==> config.mk <==
export PLATFORM = sky130hd
export DESIGN_NAME = abd_decider
export DESIGN_NICKNAME = d
export VERILOG_FILES = /design/src/rtl/abd_pkg.sv /design/src/rtl/abd_decider.sv /design/src/rtl/abd_target_mem.sv
export SDC_FILE = /design/constraint.sdc
export NUM_CORES = 1
export LEC_CHECK = 0
export ABC_AREA = 1
export BUFFER_PORTS_ARGS = -buffer_cell sky130_fd_sc_hd__clkbuf_2
export CAP_MARGIN = 40
export CORE_AREA = 2 2 155 157
export CTS_CLUSTER_SIZE = 20
export DETAILED_ROUTE_END_ITERATION = 16
export DIE_AREA = 0 0 157 159
export PLACE_DENSITY = 0.61
export SYNTH_ARGS = -nofsm -noshare
export SYNTH_HDL_FRONTEND = slang
export SYNTH_HIERARCHICAL = 1
export SYNTH_SLANG_ARGS = --single-unit
==> constraint.sdc <==
create_clock -name clk -period 2.3 [get_ports clk]
set_input_delay 0.575 -clock clk [delete_from_list [all_inputs] [get_ports clk]]
set_output_delay 0.575 -clock clk [all_outputs]
set_load 0.02 [all_outputs]
==> src/rtl/abd_pkg.sv <==
/*
 * Shared constants, types and register map of the ambient zone backlight decider.
 * Assumes a 125 MHz system clock and an averager that reports one zone per period.
 */
// What this block does
// - Direct mode moves the backlight target up or down under shared qualification.
// - On enable, run three fast 1.1 ms periods to settle the averager output.
// - Keep the running period zone and the last completed period zone.
// - A downward change qualifies on the third period since leaving the start zone.
// - Once qualified, a further same-direction change moves the target at once.
// - An opposite change holds the target and demands full requalification.
// - An upward change qualifies on the third period, staying high counts too.
// - Down-delay mode adds programmable extra periods before a downward change qualifies.
// - Five-bit delay code: 00000 adds three periods, each step one more.
// - Down-delay downward move needs three periods plus the extra delay.
// - A rise before the down delay ends cancels the pending decrease.
// - Upward moves in down-delay mode still qualify after three periods.
// - The down count starts at the first drop; target applies at period start.
// - While enabled, pull the open-drain interrupt low on entering a new zone.
// - On interrupt, store the current zone and set the flag at bit 3.
// - Reading the zone information register clears the flag and releases the pin.
// - The target changes only at the boundary of an averaging period.
// - The averager output starts at zone 0 before the fast periods run.
// - The new target is the configured brightness of the averager output zone.
package abd_pkg;
    localparam int CLK_PERIOD_NS  = 8;
    localparam int FAST_PERIOD_NS = 1100000;
    localparam int FAST_CYCLES    = FAST_PERIOD_NS / CLK_PERIOD_NS;
    localparam int FAST_PERIODS   = 3;
    localparam int BASE_QUAL      = 3;
    localparam int DLY_EXTRA_BASE = 3;

    localparam int ZW   = 3;
    localparam int TW   = 8;
    localparam int DLYW = 5;
    localparam int CNTW = 6;
    localparam int TMRW = 18;
    localparam int AW   = 6;
    localparam int NUM_ZONES = 5;

    localparam logic [AW-1:0] OFF_CTRL = 6'h00;
    localparam logic [AW-1:0] OFF_DLY  = 6'h04;
    localparam logic [AW-1:0] OFF_INFO = 6'h08;
    localparam logic [AW-1:0] OFF_STAT = 6'h0c;
    localparam logic [AW-1:0] OFF_TGT0 = 6'h10;
    localparam logic [AW-1:0] OFF_TGT4 = 6'h20;

    localparam int CTRL_EN_BIT   = 0;
    localparam int CTRL_DD_BIT   = 1;
    localparam int INFO_FLAG_BIT = 3;
    localparam int STAT_AVG_LSB  = 0;
    localparam int STAT_RUN_LSB  = 4;
    localparam int STAT_TGT_LSB  = 8;
    localparam int STAT_FAST_BIT = 12;
    localparam int STAT_ARM_BIT  = 13;
    localparam int STAT_PIN_BIT  = 14;

    localparam logic [39:0] TGT_RST = 40'hff_cc_99_66_33;

    typedef enum logic [2:0] {ST_OFF = 3'b001, ST_FAST = 3'b010, ST_RUN = 3'b100} abd_mode_t;
    typedef enum logic [2:0] {DIR_NONE = 3'b001, DIR_UP = 3'b010, DIR_DN = 3'b100} abd_dir_t;

    typedef struct packed {
        logic          hsel;
        logic [31:0]   haddr;
        logic [1:0]    htrans;
        logic          hwrite;
        logic [2:0]    hsize;
        logic [31:0]   hwdata;
    } abd_ahb_req_t;

    typedef struct packed {
        logic          hreadyout;
        logic          hresp;
        logic [31:0]   hrdata;
    } abd_ahb_rsp_t;

    typedef struct packed {
        logic          periodTick;
        logic [ZW-1:0] zone;
    } abd_avg_t;

    typedef struct packed {
        abd_mode_t       st;
        abd_dir_t        pend;
        abd_dir_t        last;
        logic            armed;
        logic [CNTW-1:0] cnt;
        logic [ZW-1:0]   avgOut;
        logic [ZW-1:0]   runZone;
        logic [ZW-1:0]   tgtZone;
        logic [ZW-1:0]   infoZone;
        logic            flag;
        logic [1:0]      fastCnt;
        logic [TMRW-1:0] tmr;
        logic            enable;
        logic            downEn;
        logic [DLYW-1:0] dlyCode;
        logic            aValid;
        logic            aWrite;
        logic [AW-1:0]   aAddr;
        logic            rdWait;
        logic [31:0]     rdata;
    } abd_state_t;
endpackage

==> src/rtl/abd_decider.sv <==
/*
 * Ambient zone backlight decider with its AHB-Lite register slave.
 * Assumes the averager reports the zone of the period just completed with a one-cycle
 * periodTick and follows the fastStart output for its period length.
 */
// Our own choices: the placing of the registers and register access over AHB-Lite.
`timescale 1ns/10ps
module abd_decider #(
    parameter int FAST_PERIOD_CYC = abd_pkg::FAST_CYCLES
) (
    input  wire logic                  clk,
    input  wire logic                  rst_n,
    input  wire abd_pkg::abd_ahb_req_t ahbReq,
    input  wire logic                  hready,
    output abd_pkg::abd_ahb_rsp_t      ahbRsp,
    input  wire abd_pkg::abd_avg_t     avgIn,
    output logic                       fastStart,
    output logic [abd_pkg::ZW-1:0]     avgZone,
    output logic [abd_pkg::ZW-1:0]     targetZone,
    output logic [abd_pkg::TW-1:0]     backlightTarget,
    input  wire logic                  zoneIrqNIn,
    output logic                       zoneIrqNOut,
    output logic                       zoneIrqNOe
);
    import abd_pkg::*;

    localparam logic [TMRW-1:0] FAST_LAST  = TMRW'(FAST_PERIOD_CYC - 1);
    localparam logic [1:0]      FAST_LASTP = 2'(FAST_PERIODS - 1);

    if (FAST_PERIOD_CYC < 2 || FAST_PERIOD_CYC >= 2 ** TMRW) begin : g_bad_fast
        $error("abd_decider: fast period count out of range");
    end

    abd_state_t      state_r;
    abd_state_t      state_nxt;
    logic            dataPh;
    logic            rdWaitNow;
    logic            hreadyOut;
    logic            newReq;
    logic            rdTaken;
    logic            irqEvt;
    logic            bound;
    logic            goUp;
    logic            goDn;
    abd_dir_t        newDir;
    logic [CNTW-1:0] needQ;
    logic [CNTW-1:0] cntInc;
    logic [31:0]     rdVal;
    logic            memWe;
    logic [ZW-1:0]   memWaddr;
    logic [ZW-1:0]   memRaddrA;
    logic [TW-1:0]   memRdA;

    function automatic logic isTgt(input logic [AW-1:0] a);
        return a >= OFF_TGT0 && a <= OFF_TGT4 && a[1:0] == 2'b00;
    endfunction

    function automatic logic [ZW-1:0] tgtIdx(input logic [AW-1:0] a);
        logic [AW-1:0] d;
        d = a - OFF_TGT0;
        return d[ZW+1:2];
    endfunction

    // Reads take one wait state so that hrdata always comes from a flip-flop.
    assign dataPh    = state_r.aValid;
    assign rdWaitNow = dataPh && !state_r.aWrite && state_r.rdWait;
    assign hreadyOut = !rdWaitNow;
    assign newReq    = ahbReq.hsel && ahbReq.htrans[1] && hready;
    assign rdTaken   = dataPh && !state_r.aWrite && !state_r.rdWait;
    assign memRaddrA = tgtIdx(ahbReq.haddr[AW-1:0]);
    assign memWaddr  = tgtIdx(state_r.aAddr);
    assign memWe     = dataPh && state_r.aWrite && isTgt(state_r.aAddr);

    assign irqEvt = state_r.enable && (avgIn.zone != state_r.runZone);
    assign bound  = (state_r.st == ST_RUN && avgIn.periodTick)
                 || (state_r.st == ST_FAST && state_r.tmr == FAST_LAST);
    assign goUp   = avgIn.zone > state_r.avgOut;
    assign goDn   = avgIn.zone < state_r.avgOut;
    assign newDir = goUp ? DIR_UP : DIR_DN;
    assign cntInc = CNTW'(state_r.cnt + 1'b1);
    // Downward qualification in down-delay mode is 3 + (3 + code) periods.
    assign needQ  = (state_r.downEn && state_r.pend == DIR_DN)
                  ? CNTW'(BASE_QUAL + DLY_EXTRA_BASE) + CNTW'(state_r.dlyCode)
                  : CNTW'(BASE_QUAL);

    always_comb
    begin
        rdVal = '0;
        if (state_r.aAddr == OFF_CTRL)
        begin
            rdVal[CTRL_EN_BIT] = state_r.enable;
            rdVal[CTRL_DD_BIT] = state_r.downEn;
        end
        else if (state_r.aAddr == OFF_DLY)
        begin
            rdVal[DLYW-1:0] = state_r.dlyCode;
        end
        else if (state_r.aAddr == OFF_INFO)
        begin
            rdVal[ZW-1:0]        = state_r.infoZone;
            rdVal[INFO_FLAG_BIT] = state_r.flag;
        end
        else if (state_r.aAddr == OFF_STAT)
        begin
            rdVal[STAT_AVG_LSB +: ZW] = state_r.avgOut;
            rdVal[STAT_RUN_LSB +: ZW] = state_r.runZone;
            rdVal[STAT_TGT_LSB +: ZW] = state_r.tgtZone;
            rdVal[STAT_FAST_BIT]      = state_r.st == ST_FAST;
            rdVal[STAT_ARM_BIT]       = state_r.armed;
            rdVal[STAT_PIN_BIT]       = zoneIrqNIn;
        end
        else if (isTgt(state_r.aAddr))
        begin
            rdVal[TW-1:0] = memRdA;
        end
    end

    always_comb
    begin
        state_nxt         = state_r;
        state_nxt.runZone = avgIn.zone;
        if (rdWaitNow)
        begin
            state_nxt.rdata  = rdVal;
            state_nxt.rdWait = 1'b0;
        end
        if (hreadyOut)
        begin
            state_nxt.aValid = newReq;
            state_nxt.aWrite = ahbReq.hwrite;
            state_nxt.aAddr  = ahbReq.haddr[AW-1:0];
            state_nxt.rdWait = newReq && !ahbReq.hwrite;
        end
        if (dataPh && state_r.aWrite)
        begin
            if (state_r.aAddr == OFF_CTRL)
            begin
                state_nxt.enable = ahbReq.hwdata[CTRL_EN_BIT];
                state_nxt.downEn = ahbReq.hwdata[CTRL_DD_BIT];
            end
            else if (state_r.aAddr == OFF_DLY)
            begin
                state_nxt.dlyCode = ahbReq.hwdata[DLYW-1:0];
            end
        end

        // A zone entry in the same cycle as the clearing read keeps the flag set.
        if (rdTaken && state_r.aAddr == OFF_INFO)
        begin
            state_nxt.flag = 1'b0;
        end
        if (irqEvt)
        begin
            state_nxt.flag     = 1'b1;
            state_nxt.infoZone = avgIn.zone;
        end

        case (state_r.st)
            ST_OFF:
            begin
                if (state_r.enable)
                begin
                    state_nxt.st      = ST_FAST;
                    state_nxt.avgOut  = '0;
                    state_nxt.tgtZone = '0;
                    state_nxt.tmr     = '0;
                    state_nxt.fastCnt = '0;
                    state_nxt.pend    = DIR_NONE;
                    state_nxt.last    = DIR_NONE;
                    state_nxt.armed   = 1'b0;
                    state_nxt.cnt     = '0;
                end
            end
            ST_FAST:
            begin
                state_nxt.tmr = TMRW'(state_r.tmr + 1'b1);
                if (bound)
                begin
                    state_nxt.tmr     = '0;
                    state_nxt.avgOut  = avgIn.zone;
                    state_nxt.fastCnt = 2'(state_r.fastCnt + 1'b1);
                    if (state_r.fastCnt == FAST_LASTP)
                    begin
                        state_nxt.st      = ST_RUN;
                        state_nxt.tgtZone = avgIn.zone;
                    end
                end
            end
            ST_RUN:
            begin
                // The target only ever moves on a period boundary.
                if (bound)
                begin
                    state_nxt.avgOut = avgIn.zone;
                    if (state_r.armed)
                    begin
                        state_nxt.armed = 1'b0;
                        state_nxt.pend  = DIR_NONE;
                        state_nxt.cnt   = '0;
                        if ((goUp || goDn) && newDir == state_r.last)
                        begin
                            state_nxt.tgtZone = avgIn.zone;
                            state_nxt.armed   = 1'b1;
                        end
                        else if (goUp || goDn)
                        begin
                            state_nxt.pend = newDir;
                            state_nxt.cnt  = CNTW'(1);
                        end
                    end
                    else if (state_r.pend == DIR_NONE)
                    begin
                        if (goUp || goDn)
                        begin
                            state_nxt.pend = newDir;
                            state_nxt.cnt  = CNTW'(1);
                        end
                    end
                    else if ((goUp || goDn) && newDir != state_r.pend)
                    begin
                        state_nxt.pend = newDir;
                        state_nxt.cnt  = CNTW'(1);
                    end
                    else
                    begin
                        state_nxt.cnt = cntInc;
                        if (cntInc >= needQ)
                        begin
                            state_nxt.tgtZone = avgIn.zone;
                            state_nxt.armed   = 1'b1;
                            state_nxt.last    = state_r.pend;
                            state_nxt.pend    = DIR_NONE;
                            state_nxt.cnt     = '0;
                        end
                    end
                end
            end
            default:
            begin
                state_nxt.st = ST_OFF;
            end
        endcase
        if (!state_r.enable)
        begin
            state_nxt.st = ST_OFF;
        end
    end

    always_ff @(posedge clk or negedge rst_n)
    begin
        if (!rst_n)
        begin
            state_r      <= '0;
            state_r.st   <= ST_OFF;
            state_r.pend <= DIR_NONE;
            state_r.last <= DIR_NONE;
        end
        else
        begin
            state_r <= state_nxt;
        end
    end

    abd_target_mem #(
        .WIDTH (TW),
        .DEPTH (NUM_ZONES)
    ) u_mem (
        .clk    (clk),
        .rst_n  (rst_n),
        .we     (memWe),
        .waddr  (memWaddr),
        .wdata  (ahbReq.hwdata[TW-1:0]),
        .raddrA (memRaddrA),
        .rdataA (memRdA),
        .raddrB (state_r.tgtZone),
        .rdataB (backlightTarget)
    );

    assign ahbRsp.hreadyout = hreadyOut;
    assign ahbRsp.hresp     = 1'b0;
    assign ahbRsp.hrdata    = state_r.rdata;
    assign fastStart        = state_r.st == ST_FAST;
    assign avgZone          = state_r.avgOut;
    assign targetZone       = state_r.tgtZone;
    assign zoneIrqNOut      = 1'b0;
    assign zoneIrqNOe       = state_r.flag;

    logic [19:0] fastLen;
    always_ff @(posedge clk or negedge rst_n)
    begin
        if (!rst_n)
        begin
            fastLen <= '0;
        end
        else
        begin
            fastLen <= fastStart ? 20'(fastLen + 1'b1) : '0;
        end
    end
endmodule // abd_decider

==> src/rtl/abd_target_mem.sv <==
/*
 * Zone brightness target store: one write port and two registered read ports.
 * Assumes the bus side and the decider side read independently every cycle.
 */
`timescale 1ns/10ps
module abd_target_mem #(
    parameter int WIDTH = abd_pkg::TW,
    parameter int DEPTH = abd_pkg::NUM_ZONES
) (
    input  wire logic                  clk,
    input  wire logic                  rst_n,
    input  wire logic                  we,
    input  wire logic [abd_pkg::ZW-1:0] waddr,
    input  wire logic [WIDTH-1:0]      wdata,
    input  wire logic [abd_pkg::ZW-1:0] raddrA,
    output logic      [WIDTH-1:0]      rdataA,
    input  wire logic [abd_pkg::ZW-1:0] raddrB,
    output logic      [WIDTH-1:0]      rdataB
);
    import abd_pkg::*;

    typedef struct packed {
        logic [DEPTH*WIDTH-1:0] mem;
        logic [WIDTH-1:0]       rdA;
        logic [WIDTH-1:0]       rdB;
    } abd_mem_state_t;

    abd_mem_state_t state_r;
    abd_mem_state_t state_nxt;

    if (DEPTH * WIDTH > $bits(TGT_RST) || DEPTH > 2 ** ZW) begin : g_bad_size
        $error("abd_target_mem: reset image cannot fill this size");
    end

    always_comb
    begin
        state_nxt = state_r;
        if (we && waddr < DEPTH)
        begin
            state_nxt.mem[waddr*WIDTH +: WIDTH] = wdata;
        end
        state_nxt.rdA = (raddrA < DEPTH) ? state_r.mem[raddrA*WIDTH +: WIDTH] : '0;
        state_nxt.rdB = (raddrB < DEPTH) ? state_r.mem[raddrB*WIDTH +: WIDTH] : '0;
    end

    always_ff @(posedge clk or negedge rst_n)
    begin
        if (!rst_n)
        begin
            state_r     <= '0;
            state_r.mem <= TGT_RST[DEPTH*WIDTH-1:0];
        end
        else
        begin
            state_r <= state_nxt;
        end
    end

    assign rdataA = state_r.rdA;
    assign rdataB = state_r.rdB;
endmodule // abd_target_mem

Yosys cells after proc, flatten, opt, wreduce, memory -nomap -nowiden. Cells that the tools add are included.

Bits of input ports: 79. Register bits: 135.

Eq/ne operators: 30. $lt $le $gt $ge: 8. Reduce and logical (&&, ||, !) cells: 41. Mux-type cells: 63. Shifts and indexed selects: 4. Bitwise logic cells: 1. Add/subtract/negate cells: 7.

Operators by type and width (count): 3-bit two-way mux (28); 40-bit by 7-bit indexed part select with 8-bit output (2); 40-bit bitwise mux (1); 20-bit two-way mux (2); 20-bit case mux with 2 select lines (1); 8-bit by 34-bit variable shift with 40-bit output (first input constant) (1); 8-bit by 34-bit indexed part select with 40-bit output (1); 6-bit negation with 34-bit output (1); 6-bit two-way mux (5); 3-bit case mux with 3 select lines (3); 13-bit case mux with 2 select lines (1); 8-bit two-way mux (3); 19-bit two-way mux (1); 18-bit by 1-bit adder with 18-bit output (second input constant) (1); 18-bit == test (second input constant) (1); 1-bit logical AND (18); 16-bit two-way mux (1); 7-bit two-way mux (2); 13-bit two-way mux (1); 6-bit by 4-bit == test with 1-bit output (second input constant) (2); 4-bit two-way mux (3); 2-bit != test (second input constant) (6); 3-bit by 2-bit != test with 1-bit output (second input constant) (4); 3-bit AND reduction (4); 37 further kinds (61).

Longest topological paths before layout.
Word-level depth: 10. Depth in mapped cells: 16. Gate-level depth less buffers: 16.

Modules after synthesis. Netlist, hierarchy kept.

By module, submodules not included: abd_decider (times used 1, cells an instance 593, area each 4664.5 µm²); abd_target_mem (times used 1, cells an instance 455, area each 3375.7 µm²).

Worst setup path before layout. Ideal clock, no wire load.

Path kind: reg2reg. Start point: register state_r[35] in the netlist's numbering. End point: register u_mem/state_r[23] in the netlist's numbering. Arrival: 2.092 ns. Stages on the path, launching flop included: 14. Setup time: 0.118 ns. Required time: 2.182 ns. Slack: 0.090 ns. Path through: dfrtp_1 > buf_6 > clkinv_2 > buf_4 > ha_1 > ha_1 > buf_4 > nor2_4 > nand2_2 > nor2_2 > nand2_2 > buf_6 > nand2_1 > o21ai_2.

Word-level cells in the longest chain between the ends: 5. Elaborated cells between the ends (all ways): 12. Those cells by class: add/sub (2); order compare (3); shift (2); mux (1); reduce/logical (4).

RTL lines: start: declaration (line abd_decider.sv:34) `abd_state_t state_r;`; start signal: assignment (line abd_decider.sv:260) `state_r <= state_nxt;`; branches (longest 5 deep; another with 6-bit negation with 34-bit output); end signal: assignment (line abd_target_mem.sv:55) `state_r <= state_nxt;`; end: declaration (line abd_target_mem.sv:28) `abd_mem_state_t state_r;`.

Several ways; the timed one is not identified. A chain may end at the register's enable or synchronous reset.

Worst setup path in the final report.
Start point: register state_r[81] in the netlist's numbering. End point: register state_r[85] in the netlist's numbering.

Word-level cells in the longest chain between the ends: 8.

RTL lines: 6-bit by 1-bit adder with 6-bit output (*) (line abd_decider.sv:80) `assign cntInc = CNTW'(state_r.cnt + 1'b1);`; 6-bit >= comparator (line abd_decider.sv:227) `if (cntInc >= needQ)`; 13-bit two-way mux (*) (line abd_decider.sv:227); 6-bit two-way mux (*) (line abd_decider.sv:219) `else if ((goUp || goDn) && newDir != state_r.pend)`; 6-bit two-way mux (*) (line abd_decider.sv:211) `else if (state_r.pend == DIR_NONE)`; 7-bit two-way mux (*) (line abd_decider.sv:195) `if (state_r.armed)`; 16-bit two-way mux (*) (line abd_decider.sv:192) `if (bound)`; 13-bit case mux with 2 select lines (*) (line abd_decider.sv:158) `case (state_r.st)`.

Mark *: on every way between the ends. The rest lies on a longest branch, timed or not. The select of a mux whose other input is x is not followed.

==> flow_summary_export.csv <==
group,metric,value,unit
logic_synthesis,synth_flop_cell,"dfrtp_1",
pwr,netSwitchingFraction,32.8,%
pwr,pwr-share-clk,37.5,%
logic_synthesis,synth.avg_cell_area,7.67,um2
critical_path,crit_chain,"buf_4 > ha_4 > nand3_2 > xnor2_2 > ha_1 > nand2_2 > a21oi_2 > nor2_2 > nand3_2 > inv_2 > nand4_4 > nor2_4 > nand2_1 > nand2_1",
pwr,irDropWorstVdd,0.000433,V
pwr,leakage,4.66,nW
grt,busiest_layer,"met2",
critical_path,critical_path_class,"flop to flop",
cells_and_area,diodes,0,
timing,finalCriticalPeriod,2.24,ns
die,fp.dieW,157,um
critical_path,crit_slowest_cell,"dfrtp_1",
clocking,worstSkewPairLatency,0.42,ns
logic_synthesis,synth-async-reset-ratio,100,%
place,port-buffer-count,55,
logic_synthesis,ys_ff_latch,135,
clocking,clk_pin_slew,0.06,ns
die,start_util,34.7,%
timing,hold_violations,0,
cells_and_area,multi_input_comb_area,3900,um2
timing,fin_worst_skew,0.00830,ns
timing,maxSlewHeadroom,65.7,%
pwr,internal-power,4.64,mW
clocking,h-tree-depth,4,
logic_synthesis,netlist_instances,1048,
critical_path,start_kind,"flop",
cells_and_area,seqCellArea,3410,um2
route,first_pass_iters,5,
route,routed_wl,21100,um
grt,grt.overflow.total,0,
grt,grt.total_usage,17.4,%
route,drtAntennaViolNets,0,
die,num_rows,56,
timing,rsz0062_at_grt,"yes",
die,chipHeight,159,um
logic_synthesis,synth.most_common_cell,"nand2_1",
clocking,cts.sinks,135,
pwr,pwr-share-comb,22.9,%
clocking,cts_buffers,17,
die,die_area,25000,um2
timing,period_share,97.2,%
logic_synthesis,synth_top_cell_by_area,"dfrtp_1",
place,globalplace.congestion,0.862,
grt,use_met3,3.59,%
pwr,powerDensity,748,nW/um2
critical_path,endpoint_kind,"flop",
cells_and_area,area_growth,14.8,%
logic_synthesis,ys_top_cells_by_count,"nand2_1, dfrtp_1, nand3_1",
grt,met1_usage,25.5,%
timing,report.final.setup_viol,0,
grt,antenna_found_initial,0,
clocking,cts_root_buffer,"clkbuf_16",
timing,slew_viol_final,0,
grt,grt_first_pass_wirelength,34000,um
route,route.detailed.wl_per_inst,14.7,um
route,vias,6906,
timing,max_slew.worst_pin.slew,0.515,ns
hold_path,min_path_type,"input pin to async pin",
logic_synthesis,synth.area.top_cells,"dfrtp_1, nand2_1, dfstp_2",
grt,grt_pass1_vias,6448,
place,placed_area,8520,um2
logic_synthesis,ys_warn_count,6,
pwr,p_sw,2.26,mW
grt,gr-usage-met2,25.8,%
critical_path,critPathMaxFanout,5,
run,maxCapViolCount,0,
clocking,cts_tree,"yes",
place,dpl.hpwl,16000,um
die,design.core.area,23200,um2
outcome,status,"completed",
cells_and_area,fin_util,39.8,%
clocking,clock_path_buffers,2,
logic_synthesis,yosysSeqAreaShare,42.4,%
die,pin_count,130,
clocking,hold_buffers,0,
cells_and_area,fin_area,9230,um2
logic_synthesis,synth_area,8040,um2
grt,grt_max_degree,52,
route,viasPerCell,4.82,
logic_synthesis,netlist.area_leader.share,33.6,%
timing,max_freq,0.447,GHz
cells_and_area,drive_above_1_share,21.0,%
pwr,p_seq_share,39.6,%
route,first_iter_violations,530,
route,drc,0,
cells_and_area,num-nets-final,1199,
critical_path,critPathArrivalTime,2.60,ns
logic_synthesis,synth_cell_type_count,49,
critical_path,cp_data_required_time,2.66,ns
cells_and_area,num-fill-cells,2397,
logic_synthesis,synth_edf_count,0,
critical_path,slowest_delay,0.41,ns
## path summary, 6_finish.rpt
check | startpoint | end | slack, ns | cells after the start
worst max-delay path | state_r[81]$_DFFE_PN0P_ | state_r[85]$_DFFE_PN0P_ | 0.06 | 14
worst min-delay path | rst_n | state_r[60]$_DFFE_PN0P_ | 0.07 | 1
worst max register to register | state_r[81]$_DFFE_PN0P_ | state_r[85]$_DFFE_PN0P_ | 0.06 | 14
worst min register to register | u_mem/state_r[48]$_DFFE_PN1P_ | u_mem/state_r[48]$_DFFE_PN1P_ | 0.47 | 2
max in group asynchronous | rst_n | state_r[91]$_DFFE_PN1P_ | 1.57 | 2
min in group clk | avgIn[0] | state_r[75]$_DFF_PN0_ | 0.32 | 1
## stage by stage
step,total power [mW],setup slack (ns),std cells,hold slack [ns],TNS (ns)
global placement,4.33,-0.0796,1399,0.452,-0.631
floorplan,3.91,0.0901,1067,0.279,0
finish,6.90,0.0637,1433,0.0668,0
CTS,6.97,0.0194,1432,0.0729,0
global route,7.28,-0.101,1433,0.0869,-1.00
detailed placement,4.34,-0.104,1399,0.459,-0.972
## area by class of cell
cell class,count,area share (%)
multi-input combinational,756,42.2
inverter,97,3.96
sequential,135,37.0
tap,319,4.32
timing repair buffer,94,6.49
clock buffer,23,5.19
clock inverter,9,0.827
## layer usage
metal / vias up / share of wire (%) / wire, um
met2: 231 / 44 / 9260
met1: 3233 / 47 / 9840
li1: 3411 / - / -
met5: - / 0 / 0
met4: 0 / 1.9 / 405
met3: 31 / 7.6 / 1600
## worst max-delay path, delay by kind of cell (launching register included)
family / cells / cell delay, ns
AO/OA/AOI/OAI: 1 / 0.04
flip-flops: 1 / 0.41
adder cells (fa/ha/maj): 2 / 0.44
AND/OR/NAND/NOR: 8 / 0.85
XOR/XNOR: 1 / 0.16
buffers and inverters: 2 / 0.28
## kinds of logic (layout without fill, tap and decap cells)
logic type	Yosys count	count (layout)	share of synthesized area, %
mux	2	2	0.280
buf+inv	176	223	11.7
xor+xnor	18	18	1.96
compound gates	110	110	8.05
simple gates	587	587	32.6
flops	135	135	42.4
fa+ha+maj	19	19	2.96
other cells	1	20	0.0466
## registers in the layout, summed over array words and instances, names as in the netlist
name,cells
state_r,57
u_mem/state_r,40
ahbRsp,14
u_mem/rdataA,8
u_mem/rdataB,8
avgZone,3
targetZone,3
dataPh,1
zoneIrqNOe,1
## cell usage in the layout, fill, tap and decap left out, types with 20 or more instances in the layout
master / count
nand3_1: 95
clkbuf_2: 54
conb_1: 20
o21ai_0: 60
dfstp_2: 27
nor2_1: 83
inv_1: 81
buf_4: 37
dfrtp_1: 108
nand2_1: 327
## power by group through the flow
stage | logic, mW | registers (mW) | clock network [mW]
6_report | 1.58 | 2.73 | 2.59
4_1_cts | 1.59 | 2.73 | 2.65
3_5_place_dp | 1.57 | 2.77 | 0
5_1_grt | 1.77 | 2.76 | 2.75
2_1_floorplan | 1.19 | 2.73 | 0
3_3_place_gp | 1.56 | 2.77 | 0
## repair_timing
item                       CTS  global route
resized for setup            6            27
setup endpoints to repair   15            31
pin swaps                    2            14
setup buffers                1             1
Power figures use the tool's default switching activity.
